[src/pkg/xcr_pkg.sv]
package xcr_pkg;

  // bus geometry
  localparam int unsigned ADDR_W = 16;
  localparam int unsigned DATA_W = 32;

  // capability space byte offsets
  localparam logic [15:0] CAPLEN_OFF = 16'h0000;
  localparam logic [15:0] CAP_PARAMS_OFF = 16'h0010;
  localparam logic [15:0] DOORBELL_OFF = 16'h0014;
  localparam logic [15:0] RUNTIME_OFF = 16'h0018;

  // capability length value, the distance from the bank base to the operational base
  localparam logic [7:0] CAP_LENGTH = 8'h20;

  // capability parameters fields
  localparam logic [15:0] EXT_CAP_PTR = 16'h0270;
  localparam logic [3:0] MAX_PSA = 4'hf;
  localparam logic [1:0] CAP_RSVD = 2'h0;
  localparam logic SEC_BW_DOMAIN = 1'b0;
  localparam logic FORCE_STOP = 1'b0;
  localparam logic NO_SEC_SID = 1'b0;
  localparam logic LAT_TOL = 1'b1;
  localparam logic LIGHT_RESET = 1'b1;
  localparam logic PORT_IND = 1'b0;
  localparam logic CTX_SIZE_64 = 1'b1;
  localparam logic BW_NEG = 1'b0;
  localparam logic WIDE_ADDR = 1'b1;

  // fixed pointer words
  localparam logic [31:0] DOORBELL_VAL = 32'h0000_05c0;
  localparam logic [31:0] RUNTIME_VAL = 32'h0000_04a0;

  // operational offsets, relative to the operational base
  localparam logic [15:0] OP_USBCMD = 16'h0000;
  localparam logic [15:0] OP_USBSTS = 16'h0004;
  localparam logic [15:0] OP_PAGESIZE = 16'h0008;
  localparam logic [15:0] OP_DNCTRL = 16'h0014;
  localparam logic [15:0] OP_CRCR_LO = 16'h0018;
  localparam logic [15:0] OP_CRCR_HI = 16'h001c;
  localparam logic [15:0] OP_DCBAAP_LO = 16'h0030;
  localparam logic [15:0] OP_DCBAAP_HI = 16'h0034;
  localparam logic [15:0] OP_CONFIG = 16'h0038;
  localparam logic [15:0] OP_PORT_LO = 16'h0400;
  localparam logic [15:0] OP_PORT_HI = 16'h047f;

  // operational region selector handed to the register owners
  typedef enum logic [10:0] {
    XCR_OP_NONE = 11'h001,
    XCR_OP_USBCMD = 11'h002,
    XCR_OP_USBSTS = 11'h004,
    XCR_OP_PAGESIZE = 11'h008,
    XCR_OP_DNCTRL = 11'h010,
    XCR_OP_CRCR = 11'h020,
    XCR_OP_DCBAAP = 11'h040,
    XCR_OP_CONFIG = 11'h080,
    XCR_OP_PORT = 11'h100,
    XCR_OP_RSVD = 11'h200,
    XCR_OP_CAP = 11'h400
  } xcr_sel_e;

  // decoded access carried to the operational register owners
  typedef struct packed {
    xcr_sel_e sel;
    logic [15:0] op_off;
    logic wr;
    logic rd;
  } xcr_dec_s;

endpackage : xcr_pkg

[src/verilog/xcr_cap_regs.sv]
// What this block does
// - capability parameters bits 31:16 read 0270h, first extended capability at 09C0h.
// - bits 15:12 read 1111, primary stream array up to 64K entries.
// - reserved bits 11:10 always read zero.
// - bit 9 reads 0, no secondary bandwidth domain reporting.
// - bit 8 reads 0, no force-stopped events.
// - bit 7 reads 0, secondary stream id decoding supported.
// - bit 6 reads 1, latency tolerance messaging supported.
// - bit 5 reads 1, light controller reset supported.
// - bit 4 reads 0, no port indicator control.
// - bit 3 follows the port power absent configuration bit.
// - bit 2 reads 1, 64-byte context structures.
// - bit 1 reads 0, no bandwidth negotiation.
// - bit 0 reads 1, 64-bit address pointers.
// - word at 14h always reads 0000 05C0h, doorbell array offset.
// - word at 18h always reads 0000 04A0h, runtime space offset.
// - operational base equals bank base plus capability length.
// - decode command 00h, status 04h, page size 08h, notification 14h.
// - decode command ring words 18h and 1Ch and context array pointer words 30h and 34h.
// - port register sets 1-8 occupy operational 400h-47Fh.
module xcr_cap_regs (
  // clock and reset
  input wire logic ref_clk,
  input wire logic rst_n,
  // memory access, byte address relative to the bank base
  input wire logic req_rd,
  input wire logic req_wr,
  input wire logic [15:0] req_addr,
  // configuration from the control register elsewhere
  input wire logic port_power_absent_cfg,
  // read data of this bank
  output logic [31:0] rd_data,
  output logic rd_valid,
  // decoded operational access
  output xcr_pkg::xcr_dec_s op_dec
);

  logic [31:0] cap_params;
  logic [31:0] cap_word;
  logic cap_hit;
  logic [15:0] op_off;
  logic op_hit;
  xcr_pkg::xcr_sel_e sel;
  logic [31:0] rd_data_next;

  // capability parameters word, built from named fields
  always_comb begin
    cap_params = {xcr_pkg::EXT_CAP_PTR,
                  xcr_pkg::MAX_PSA,
                  xcr_pkg::CAP_RSVD,
                  xcr_pkg::SEC_BW_DOMAIN,
                  xcr_pkg::FORCE_STOP,
                  xcr_pkg::NO_SEC_SID,
                  xcr_pkg::LAT_TOL,
                  xcr_pkg::LIGHT_RESET,
                  xcr_pkg::PORT_IND,
                  port_power_absent_cfg,
                  xcr_pkg::CTX_SIZE_64,
                  xcr_pkg::BW_NEG,
                  xcr_pkg::WIDE_ADDR};
  end

  // operational offset is the address less the capability length
  assign op_hit = req_addr >= {8'h00, xcr_pkg::CAP_LENGTH};
  assign op_off = req_addr - {8'h00, xcr_pkg::CAP_LENGTH};

  // capability word mux; unmapped capability words read zero
  always_comb begin
    cap_hit = 1'b1;
    case (req_addr)
      xcr_pkg::CAPLEN_OFF: cap_word = {24'h00_0000, xcr_pkg::CAP_LENGTH};
      xcr_pkg::CAP_PARAMS_OFF: cap_word = cap_params;
      xcr_pkg::DOORBELL_OFF: cap_word = xcr_pkg::DOORBELL_VAL;
      xcr_pkg::RUNTIME_OFF: cap_word = xcr_pkg::RUNTIME_VAL;
      default: begin
        cap_word = 32'h0000_0000;
        cap_hit = 1'b0;
      end
    endcase
  end

  // operational region select; the register owners act only on their own select
  always_comb begin
    if (!op_hit) begin
      sel = xcr_pkg::XCR_OP_CAP;
    end else if (op_off == xcr_pkg::OP_USBCMD) begin
      sel = xcr_pkg::XCR_OP_USBCMD;
    end else if (op_off == xcr_pkg::OP_USBSTS) begin
      sel = xcr_pkg::XCR_OP_USBSTS;
    end else if (op_off == xcr_pkg::OP_PAGESIZE) begin
      sel = xcr_pkg::XCR_OP_PAGESIZE;
    end else if (op_off == xcr_pkg::OP_DNCTRL) begin
      sel = xcr_pkg::XCR_OP_DNCTRL;
    end else if (op_off == xcr_pkg::OP_CRCR_LO || op_off == xcr_pkg::OP_CRCR_HI) begin
      sel = xcr_pkg::XCR_OP_CRCR;
    end else if (op_off == xcr_pkg::OP_DCBAAP_LO || op_off == xcr_pkg::OP_DCBAAP_HI) begin
      sel = xcr_pkg::XCR_OP_DCBAAP;
    end else if (op_off == xcr_pkg::OP_CONFIG) begin
      sel = xcr_pkg::XCR_OP_CONFIG;
    end else if (op_off >= xcr_pkg::OP_PORT_LO && op_off <= xcr_pkg::OP_PORT_HI) begin
      sel = xcr_pkg::XCR_OP_PORT;
    end else begin
      sel = xcr_pkg::XCR_OP_RSVD;
    end
  end

  // read data; writes into capability or reserved space fall through untouched
  always_comb begin
    rd_data_next = 32'h0000_0000;
    if (req_rd && !op_hit && cap_hit) begin
      rd_data_next = cap_word;
    end
  end

  // registered read answer, one cycle after the request
  always_ff @(posedge ref_clk or negedge rst_n) begin
    if (!rst_n) begin
      rd_data <= 32'h0000_0000;
      rd_valid <= 1'b0;
    end else begin
      rd_data <= rd_data_next;
      rd_valid <= req_rd;
    end
  end

  // registered operational decode; reserved and capability writes carry no strobe
  always_ff @(posedge ref_clk or negedge rst_n) begin
    if (!rst_n) begin
      op_dec <= '{sel: xcr_pkg::XCR_OP_NONE, op_off: 16'h0000, wr: 1'b0, rd: 1'b0};
    end else if (req_rd || req_wr) begin
      op_dec.sel <= sel;
      op_dec.op_off <= op_off;
      op_dec.wr <= req_wr && sel != xcr_pkg::XCR_OP_CAP && sel != xcr_pkg::XCR_OP_RSVD;
      op_dec.rd <= req_rd && sel != xcr_pkg::XCR_OP_CAP && sel != xcr_pkg::XCR_OP_RSVD;
    end else begin
      op_dec.sel <= xcr_pkg::XCR_OP_NONE;
      op_dec.wr <= 1'b0;
      op_dec.rd <= 1'b0;
    end
  end

  // parameter word matches its fixed fields and the live power bit
  property p_cap_read;
    @(posedge ref_clk) disable iff (!rst_n)
      req_rd && req_addr == xcr_pkg::CAP_PARAMS_OFF |=>
        rd_valid && rd_data[31:4] == 28'h027_0f06 && rd_data[2:0] == 3'h5
        && rd_data[3] == $past(port_power_absent_cfg);
  endproperty
  a_cap_read: assert property (p_cap_read) else $error("capability word wrong");

  property p_psa;
    @(posedge ref_clk) disable iff (!rst_n)
      req_rd && req_addr == xcr_pkg::CAP_PARAMS_OFF |=> rd_data[15:10] == 6'h3c;
  endproperty
  a_psa: assert property (p_psa) else $error("stream size or reserved wrong");

  property p_power_ctl;
    @(posedge ref_clk) disable iff (!rst_n)
      req_rd && req_addr == xcr_pkg::CAP_PARAMS_OFF && port_power_absent_cfg |=> rd_data[3];
  endproperty
  a_power_ctl: assert property (p_power_ctl) else $error("power control bit wrong");

  property p_db;
    @(posedge ref_clk) disable iff (!rst_n)
      req_rd && req_addr == xcr_pkg::DOORBELL_OFF |=> rd_data == 32'h0000_05c0;
  endproperty
  a_db: assert property (p_db) else $error("doorbell offset wrong");

  property p_rt;
    @(posedge ref_clk) disable iff (!rst_n)
      req_rd && req_addr == xcr_pkg::RUNTIME_OFF |=> rd_data == 32'h0000_04a0;
  endproperty
  a_rt: assert property (p_rt) else $error("runtime offset wrong");

  property p_cmd;
    @(posedge ref_clk) disable iff (!rst_n)
      req_wr && req_addr == 16'h0020 |=> op_dec.sel == xcr_pkg::XCR_OP_USBCMD && op_dec.wr;
  endproperty
  a_cmd: assert property (p_cmd) else $error("command decode wrong");

  property p_crcr;
    @(posedge ref_clk) disable iff (!rst_n)
      req_rd && req_addr == 16'h003c |=> op_dec.sel == xcr_pkg::XCR_OP_CRCR;
  endproperty
  a_crcr: assert property (p_crcr) else $error("ring control decode wrong");

  property p_port;
    @(posedge ref_clk) disable iff (!rst_n)
      req_rd && req_addr == 16'h049c |=> op_dec.sel == xcr_pkg::XCR_OP_PORT;
  endproperty
  a_port: assert property (p_port) else $error("port decode wrong");

  property p_rsvd_wr;
    @(posedge ref_clk) disable iff (!rst_n)
      req_wr && (req_addr == 16'h0010 || req_addr == 16'h002c) |=> !op_dec.wr;
  endproperty
  a_rsvd_wr: assert property (p_rsvd_wr) else $error("write leaked");

  // each flag of the parameter word on its own, the power bit only at its low level, so a failure names the field
  property p_rsvd_bits;
    @(posedge ref_clk) disable iff (!rst_n)
      req_rd && req_addr == 16'h0010 |=> rd_data[11:10] == 2'h0;
  endproperty
  a_rsvd_bits: assert property (p_rsvd_bits) else $error("reserved bits set");

  property p_sec_bw;
    @(posedge ref_clk) disable iff (!rst_n)
      req_rd && req_addr == 16'h0010 |=> !rd_data[9];
  endproperty
  a_sec_bw: assert property (p_sec_bw) else $error("secondary bandwidth bit set");

  property p_force_stop;
    @(posedge ref_clk) disable iff (!rst_n)
      req_rd && req_addr == 16'h0010 |=> !rd_data[8];
  endproperty
  a_force_stop: assert property (p_force_stop) else $error("force stop bit set");

  property p_sec_sid;
    @(posedge ref_clk) disable iff (!rst_n)
      req_rd && req_addr == 16'h0010 |=> !rd_data[7];
  endproperty
  a_sec_sid: assert property (p_sec_sid) else $error("secondary stream bit set");

  property p_lat_tol;
    @(posedge ref_clk) disable iff (!rst_n)
      req_rd && req_addr == 16'h0010 |=> rd_data[6];
  endproperty
  a_lat_tol: assert property (p_lat_tol) else $error("latency tolerance bit clear");

  property p_light_reset;
    @(posedge ref_clk) disable iff (!rst_n)
      req_rd && req_addr == 16'h0010 |=> rd_data[5];
  endproperty
  a_light_reset: assert property (p_light_reset) else $error("light reset bit clear");

  property p_port_ind;
    @(posedge ref_clk) disable iff (!rst_n)
      req_rd && req_addr == 16'h0010 |=> !rd_data[4];
  endproperty
  a_port_ind: assert property (p_port_ind) else $error("port indicator bit set");

  property p_power_ctl_off;
    @(posedge ref_clk) disable iff (!rst_n)
      req_rd && req_addr == 16'h0010 && !port_power_absent_cfg |=> !rd_data[3];
  endproperty
  a_power_ctl_off: assert property (p_power_ctl_off) else $error("power bit set");

  property p_ctx_size;
    @(posedge ref_clk) disable iff (!rst_n)
      req_rd && req_addr == 16'h0010 |=> rd_data[2];
  endproperty
  a_ctx_size: assert property (p_ctx_size) else $error("context size bit clear");

  property p_bw_neg;
    @(posedge ref_clk) disable iff (!rst_n)
      req_rd && req_addr == 16'h0010 |=> !rd_data[1];
  endproperty
  a_bw_neg: assert property (p_bw_neg) else $error("bandwidth negotiation bit set");

  property p_wide_addr;
    @(posedge ref_clk) disable iff (!rst_n)
      req_rd && req_addr == 16'h0010 |=> rd_data[0];
  endproperty
  a_wide_addr: assert property (p_wide_addr) else $error("wide address bit clear");

  // decode of every operational region except command and command ring, counted from the base plus the length value
  property p_cap_sel;
    @(posedge ref_clk) disable iff (!rst_n)
      (req_rd || req_wr) && req_addr < 16'h0020 |=> op_dec.sel == xcr_pkg::XCR_OP_CAP;
  endproperty
  a_cap_sel: assert property (p_cap_sel) else $error("capability decode wrong");

  property p_status;
    @(posedge ref_clk) disable iff (!rst_n)
      req_rd && req_addr == 16'h0024 |=>
        op_dec.sel == xcr_pkg::XCR_OP_USBSTS && op_dec.rd && op_dec.op_off == 16'h0004;
  endproperty
  a_status: assert property (p_status) else $error("status decode wrong");

  property p_page_size;
    @(posedge ref_clk) disable iff (!rst_n)
      req_wr && req_addr == 16'h0028 |=> op_dec.sel == xcr_pkg::XCR_OP_PAGESIZE && op_dec.wr;
  endproperty
  a_page_size: assert property (p_page_size) else $error("page size decode wrong");

  property p_notify;
    @(posedge ref_clk) disable iff (!rst_n)
      req_rd && req_addr == 16'h0034 |=> op_dec.sel == xcr_pkg::XCR_OP_DNCTRL;
  endproperty
  a_notify: assert property (p_notify) else $error("notification decode wrong");

  property p_ctx_array;
    @(posedge ref_clk) disable iff (!rst_n)
      (req_rd || req_wr) && (req_addr == 16'h0050 || req_addr == 16'h0054) |=>
        op_dec.sel == xcr_pkg::XCR_OP_DCBAAP;
  endproperty
  a_ctx_array: assert property (p_ctx_array) else $error("context array decode wrong");

  property p_config;
    @(posedge ref_clk) disable iff (!rst_n)
      req_wr && req_addr == 16'h0058 |=> op_dec.sel == xcr_pkg::XCR_OP_CONFIG && op_dec.wr;
  endproperty
  a_config: assert property (p_config) else $error("configure decode wrong");

  property p_rsvd_sel;
    @(posedge ref_clk) disable iff (!rst_n)
      (req_rd || req_wr) && (req_addr == 16'h002c || req_addr == 16'h0040 || req_addr == 16'h005c
      || req_addr == 16'h041c) |=> op_dec.sel == xcr_pkg::XCR_OP_RSVD && !op_dec.wr && !op_dec.rd;
  endproperty
  a_rsvd_sel: assert property (p_rsvd_sel) else $error("reserved decode wrong");

  property p_port_lo;
    @(posedge ref_clk) disable iff (!rst_n)
      req_wr && req_addr == 16'h0420 |=> op_dec.sel == xcr_pkg::XCR_OP_PORT && op_dec.op_off == 16'h0400;
  endproperty
  a_port_lo: assert property (p_port_lo) else $error("port window start wrong");

  property p_port_end;
    @(posedge ref_clk) disable iff (!rst_n)
      (req_rd || req_wr) && req_addr == 16'h04a0 |=> op_dec.sel == xcr_pkg::XCR_OP_RSVD;
  endproperty
  a_port_end: assert property (p_port_end) else $error("port window end wrong");

endmodule : xcr_cap_regs
[config.mk]
export PLATFORM = sky130hd
export DESIGN_NAME = xcr_cap_regs
export DESIGN_NICKNAME = d
export VERILOG_FILES = /design/src/pkg/xcr_pkg.sv /design/src/verilog/xcr_cap_regs.sv
export SDC_FILE = /design/constraint.sdc
export NUM_CORES = 1
export LEC_CHECK = 0
export BUFFER_PORTS_ARGS = -buffer_cell sky130_fd_sc_hd__buf_2
export CORE_MARGIN = 4
export CORE_UTILIZATION = 47
export DETAILED_ROUTE_END_ITERATION = 7
export GPL_TIMING_DRIVEN = 0
export PLACE_DENSITY = 0.79
export RECOVER_POWER = 100
export SETUP_SLACK_MARGIN = 0.1
export SLEW_MARGIN = 20
export SYNTH_ARGS = -nofsm -noshare
export SYNTH_HDL_FRONTEND = slang
export SYNTH_SLANG_ARGS = --single-unit
[constraint.sdc]
create_clock -name ref_clk -period 1.98 [get_ports ref_clk]
set_clock_uncertainty 0.05 [all_clocks]
set_input_delay 0.198 -clock ref_clk [delete_from_list [all_inputs] [get_ports ref_clk]]
set_output_delay 0.198 -clock ref_clk [all_outputs]
set_load 0.01 [all_outputs]
After elaboration in Yosys (flattened, before gate mapping)
Cells that the tools add are included.
- muxes and demuxes: 14
- multiply operators: 0
- div/mod/pow operators: 0
- shift-type cells: 0
- equality and inequality tests: 13
- add/subtract/negate cells: 1
- bitwise operators: 0
- order comparisons: 3
- reductions and logical operators: 14
- operators by type and width (operator ; number):
    $pmux W26 S4 ; 1
    $eq A16 B5 Y1 const B ; 6
    $mux W10 ; 8
    $eq A16 B6 Y1 const B ; 3
    $logic_not A16 Y1 ; 2
    $mux W32 ; 1
    $mux W11 ; 2
    $eq A16 B3 Y1 const B ; 1
    $eq A16 B4 Y1 const B ; 1
    $ge A16 B11 Y1 const B ; 1
    $ge A16 B6 Y1 const B ; 1
    $le A16 B11 Y1 const B ; 1
    $sub A16 B6 Y16 const B ; 1
    $ne A11 B10 Y1 const B ; 1
    $ne A11 B11 Y1 const B ; 1
    $logic_and A1 B1 Y1 ; 7
    $reduce_or A4 Y1 ; 1
    $logic_or A1 B1 Y1 ; 3
    $mux W2 ; 1
    $logic_not A1 Y1 ; 1
    $mux W1 ; 1
- memories kept: 0
- latch bits: 0
- memory bits (writable): 0
- output and inout port bits: 62
- input bits: 21
- bits in read-only memories: 0
- register bits after elaboration: 62

Depth between registers and ports, before layout
- word-level depth: 16
- mapped depth: 9
- gate-level depth less buffers: 7

Worst setup path after synthesis
OpenSTA, ideal clock, no wires.
- path type: input to register
- from: in req_addr[6]
- to: reg op_dec[23] (netlist name)
- path slack: -0.146 ns
- stages: 9
- arrival: 1.975 ns
- data required time: 1.829 ns
- buffers on the path: 2
- path through: buf_2 inv_1 ha_1 or3b_4 o32ai_2 a22oi_2 or2_1 buf_6 nor4_1
- cells in the longest elaborated chain, start to end: 11
- RTL lines (item ; RTL line ; text):
    from (decl) ; xcr_cap_regs.sv:28 ; input wire logic [15:0] req_addr,
    $sub A16 B6 Y16 ; xcr_cap_regs.sv:65 ; assign op_off = req_addr - {8'h00, xcr_pkg::CAP_LENGTH};
    $eq A16 B6 Y1 (on tied branches) ; xcr_cap_regs.sv:98, xcr_cap_regs.sv:96 ;
    $mux W10 or $logic_or A1 B1 Y1 (tied branches) ; xcr_cap_regs.sv:98, xcr_cap_regs.sv:96 ;
    $mux W10 ; xcr_cap_regs.sv:96 ; end else if (op_off == xcr_pkg::OP_DCBAAP_LO || op_off == xcr_pkg::OP_DCBAAP_HI) begin
    $mux W10 ; xcr_cap_regs.sv:94 ; end else if (op_off == xcr_pkg::OP_CRCR_LO || op_off == xcr_pkg::OP_CRCR_HI) begin
    $mux W10 ; xcr_cap_regs.sv:92 ; end else if (op_off == xcr_pkg::OP_DNCTRL) begin
    $mux W10 ; xcr_cap_regs.sv:90 ; end else if (op_off == xcr_pkg::OP_PAGESIZE) begin
    $mux W10 ; xcr_cap_regs.sv:88 ; end else if (op_off == xcr_pkg::OP_USBSTS) begin
    $mux W10 ; xcr_cap_regs.sv:86 ; end else if (op_off == xcr_pkg::OP_USBCMD) begin
    $mux W11 * ; xcr_cap_regs.sv:84 ; if (!op_hit) begin
    $mux W11 * ; xcr_cap_regs.sv:130 ; end else if (req_rd || req_wr) begin
    to (signal assigned) ; xcr_cap_regs.sv:129 ; op_dec <= '{sel: xcr_pkg::XCR_OP_NONE, op_off: 16'h0000, wr: 1'b0, rd: 1'b0};
    to (decl) ; xcr_cap_regs.sv:35 ; output xcr_pkg::xcr_dec_s op_dec
Mark *: on every way between the ends. The rest lies on a longest branch, timed or not.
A chain may end at the register's enable or synchronous reset.

Worst setup path after layout
- from: in req_addr[5]
- to: reg op_dec[19] (netlist name)
- cells in the longest elaborated chain, start to end: 11
- RTL lines (item ; RTL line ; text):
    $sub A16 B6 Y16 * ; xcr_cap_regs.sv:65 ;
    via op_off[5] ; xcr_cap_regs.sv:41 ; logic [15:0] op_off;
    $eq A16 B6 Y1 (on tied branches) ; xcr_cap_regs.sv:98, xcr_cap_regs.sv:96 ;
    $mux W10 or $logic_or A1 B1 Y1 (tied branches) ; xcr_cap_regs.sv:98, xcr_cap_regs.sv:96 ;
    $mux W10 ; xcr_cap_regs.sv:96 ;
    $mux W10 ; xcr_cap_regs.sv:94 ;
    $mux W10 ; xcr_cap_regs.sv:92 ;
    $mux W10 ; xcr_cap_regs.sv:90 ;
    $mux W10 ; xcr_cap_regs.sv:88 ;
    $mux W10 * ; xcr_cap_regs.sv:86 ;
    $mux W11 * ; xcr_cap_regs.sv:84 ;
    $mux W11 * ; xcr_cap_regs.sv:130 ;
Mark *: on every way through the listed nets, which the timed path passes. The rest lies on a longest branch.

==> metrics.csv <==
metric;value;unit
rsz0062_at_grt;yes;
start_util;0.489;
fill_cells;360;
area_delta_synth_final;35.2;%
rows;23;
hpwl;3.57;mm
cts_buffer_depth;2;
drc;0;
cp_slowest_cell;or3b_4;
crit_type;in2reg;
grt_pass1_vias;1606;
p_int;0.00113;W
antenna_found_initial;0;
cts_htree_levels;2;
met1Wirelength;2.00;mm
postSynthAreaPerCell;9.40;um2
finalCritPeriodShare;0.977;
combinationalPowerShare;0.190;
cp.arrival;2.07;ns
routed_wirelength;4.89;mm
netSwitchingPower;0.000437;W
worstMarginPinSlew;0.869;ns
syn_area;1950;um2
clk_latency;0.28;ns
worstPathMaxFanout;8;
cts_tree;yes;
fp.dieH;72.5;um
cts_buffers;5;
cts-root-buf;clkbuf_8;
avgViaCountPerCell;5.01;
crit_buf_inv;4;
power_frac_seq;0.503;
ir_drop;0.291;mV
yosys.cell_count.top_type;dfrtp_1;
synth_common_cells;35 x dfrtp_1, 29 x nand2_1, 26 x buf_4;
nets;324;
overflow;0;
drive_above_1_share;0.302;
synthAdderAreaFrac;0.0128;
maxCapViolCount;0;
power_density;591;nW/um2
synth_top_family_by_area;simple AND/OR/NAND/NOR gates;
synth-seq-cells;36;
hp-class;in2reg;
cp_common_cell;buf_8;
finalHoldViolCount;0;
synth_mux_area_frac;0;
synth_xor_area_frac;0.0359;
setup_ws;0.0446;ns
route.met2.wl;2.43;mm
critPathMaxStageDelay;0.41;ns
route.met3.wl;379;um
place_congestion;0.862;
first_pass_iters;4;
io_buffers;62;
grt_pass1_wl;7.37;mm
critPathRequiredTime;2.11;ns
start_kind;input pin;
synthArstFlopShare;1.00;
synth_compound_area_frac;0.0992;
synth_top_area_frac;0.448;
switching_share;0.279;
synthFlopType;dfrtp_1;
synth.largest_area_cell;dfrtp_1;
io_pins;83;
antenna_cells;0;
p_leak;1.19;nW
path_cells;buf_8 -> buf_8 -> inv_4 -> ha_4 -> or3b_4 -> o32ai_4 -> a22oi_2 -> or2_1 -> buf_6 -> nor4_4;
synth-edff-count;0;
path_clk_slew;0.06;ns
grt.total_usage;0.181;
dieArea;5250;um2
die_x;72.5;um
ant_nets;0;
routedWlPerCell;13.9;um
worst_setup_path_end_kind;register;
synth_simple_gate_area_frac;0.247;
clkPwrFrac;0.306;
netlist_instances;208;
finalSetupViolCount;0;
min_period;1.94;ns
slew-limit-headroom;0.421;
synthTopCellsByArea;dfrtp_1 45%, buf_4 10%, nand2_1 5.6%, nor2_1 3.8%, xnor2_1 2.7%;
maxSlewViolCount;0;
ys_seq_area_frac;0.462;
core_area;4000;um2
critPathTopFamily;simple AND/OR/NAND/NOR gates;
dp_slack;-0.436;ns
status;finished clean;
dr.max_layer_used;met4;
fmax;517;MHz
power.total;0.00156;W
cts.sinks;36;
ys_types;45;
vias;1757;
initialDrtViolationCount;170;
yosysWarnings;0;
grt_max_degree;37;
per-stage QoR:
stage          utilization  std cells  TNS, ns  area [um2]  hold slack [ns]
2_1_floorplan            -        223        0        2050           -0.148
3_3_place_gp         0.605        335    -2.44        2420            0.246
3_5_place_dp         0.605        335    -2.57        2420            0.263
4_1_cts              0.634        343        0        2540           0.0302
5_1_grt              0.661        351  -0.0309        2640           0.0701
6_report             0.661        351        0        2640           0.0587
placed cells by master (no fill, tap or decap), drive strengths merged, types with 5 or more instances in the layout:
master / n
nor3: 7
nor2: 20
conb: 16
nor4: 8
and2: 5
xnor2: 6
nand2: 29
a21oi: 5
dfrtp: 35
o21ai: 9
buf: 52
clkbuf: 62
path summary, 6_finish.rpt:
kind	slack, ns	cells after the start	from	endpoint
worst max-delay path	0.04	10	req_addr[5]	op_dec[19]
worst min register to register	0.42	2	op_dec[2]	op_dec[2]
worst min-delay path	0.06	1	req_rd	rd_valid
worst max register to register	1.25	2	op_dec[10]	op_dec[10]
min in group asynchronous	0.52	2	rst_n	rd_data[22]
max in group asynchronous	0.82	2	rst_n	op_dec[21]
kinds of logic (layout without fill, tap and decap cells):
group | count (synthesis) | count (layout)
xor gates and xnor gates | 8 | 8
buffers and inverters | 41 | 119
and+or+nand+nor | 93 | 93
adders and majority gates | 2 | 2
AOI/OAI and AO/OA | 27 | 27
other | 1 | 16
DFF | 36 | 36
metal layers:
metal / GRT usage / vias up
li1: - / 856
met1: 0.216 / 825
met2: 0.311 / 69
met3: 0.0443 / 7
met4: 0.0758 / 0
met5: 0 / -
registers in the layout, indices dropped and copies added (netlist names):
signal and cells:
op_dec 29, rd_valid 1, rd_data 6
worst register-to-register path: stages, from the launching register on:
cell and delay [ns]:
dfrtp_1 0.38, nor2_1 0.11, a31oi_1 0.06
power groups by stage:
stage,clock [W],sequential [W],combinational (W)
final,0.000479,0.000787,0.000297
after global routing,0.000519,0.000789,0.000329
after global placement,0,0.000799,0.000269
after floorplan,0,0.000816,0.000152
after detailed placement,0,0.000799,0.000274
after CTS,0.000490,0.000786,0.000280
repair_timing:
action | 4_1_cts | 5_1_grt
gates cloned | 0 | 0
gates resized for setup | 6 | 15
endpoints found under the hold margin | 35 | 0
pin swaps | 1 | 6
buffers inserted | 0 | 8
hold buffers | 1 | 0
setup endpoints to repair | 9 | 11
cell type report:
cell class	instances	area, um2	share of cell area
Timing Repair Buffer	71	343	0.130
Buffer	38	278	0.105
Inverter	3	16.3	0.00616
Clock inverter	1	5.00	0.00189
Tap cell	50	62.6	0.0237
Clock buffer	6	72.6	0.0275
Multi-Input combinational cell	146	963	0.365
Sequential cell	36	902	0.341
No activity file was read; power rests on OpenSTA's default activity.
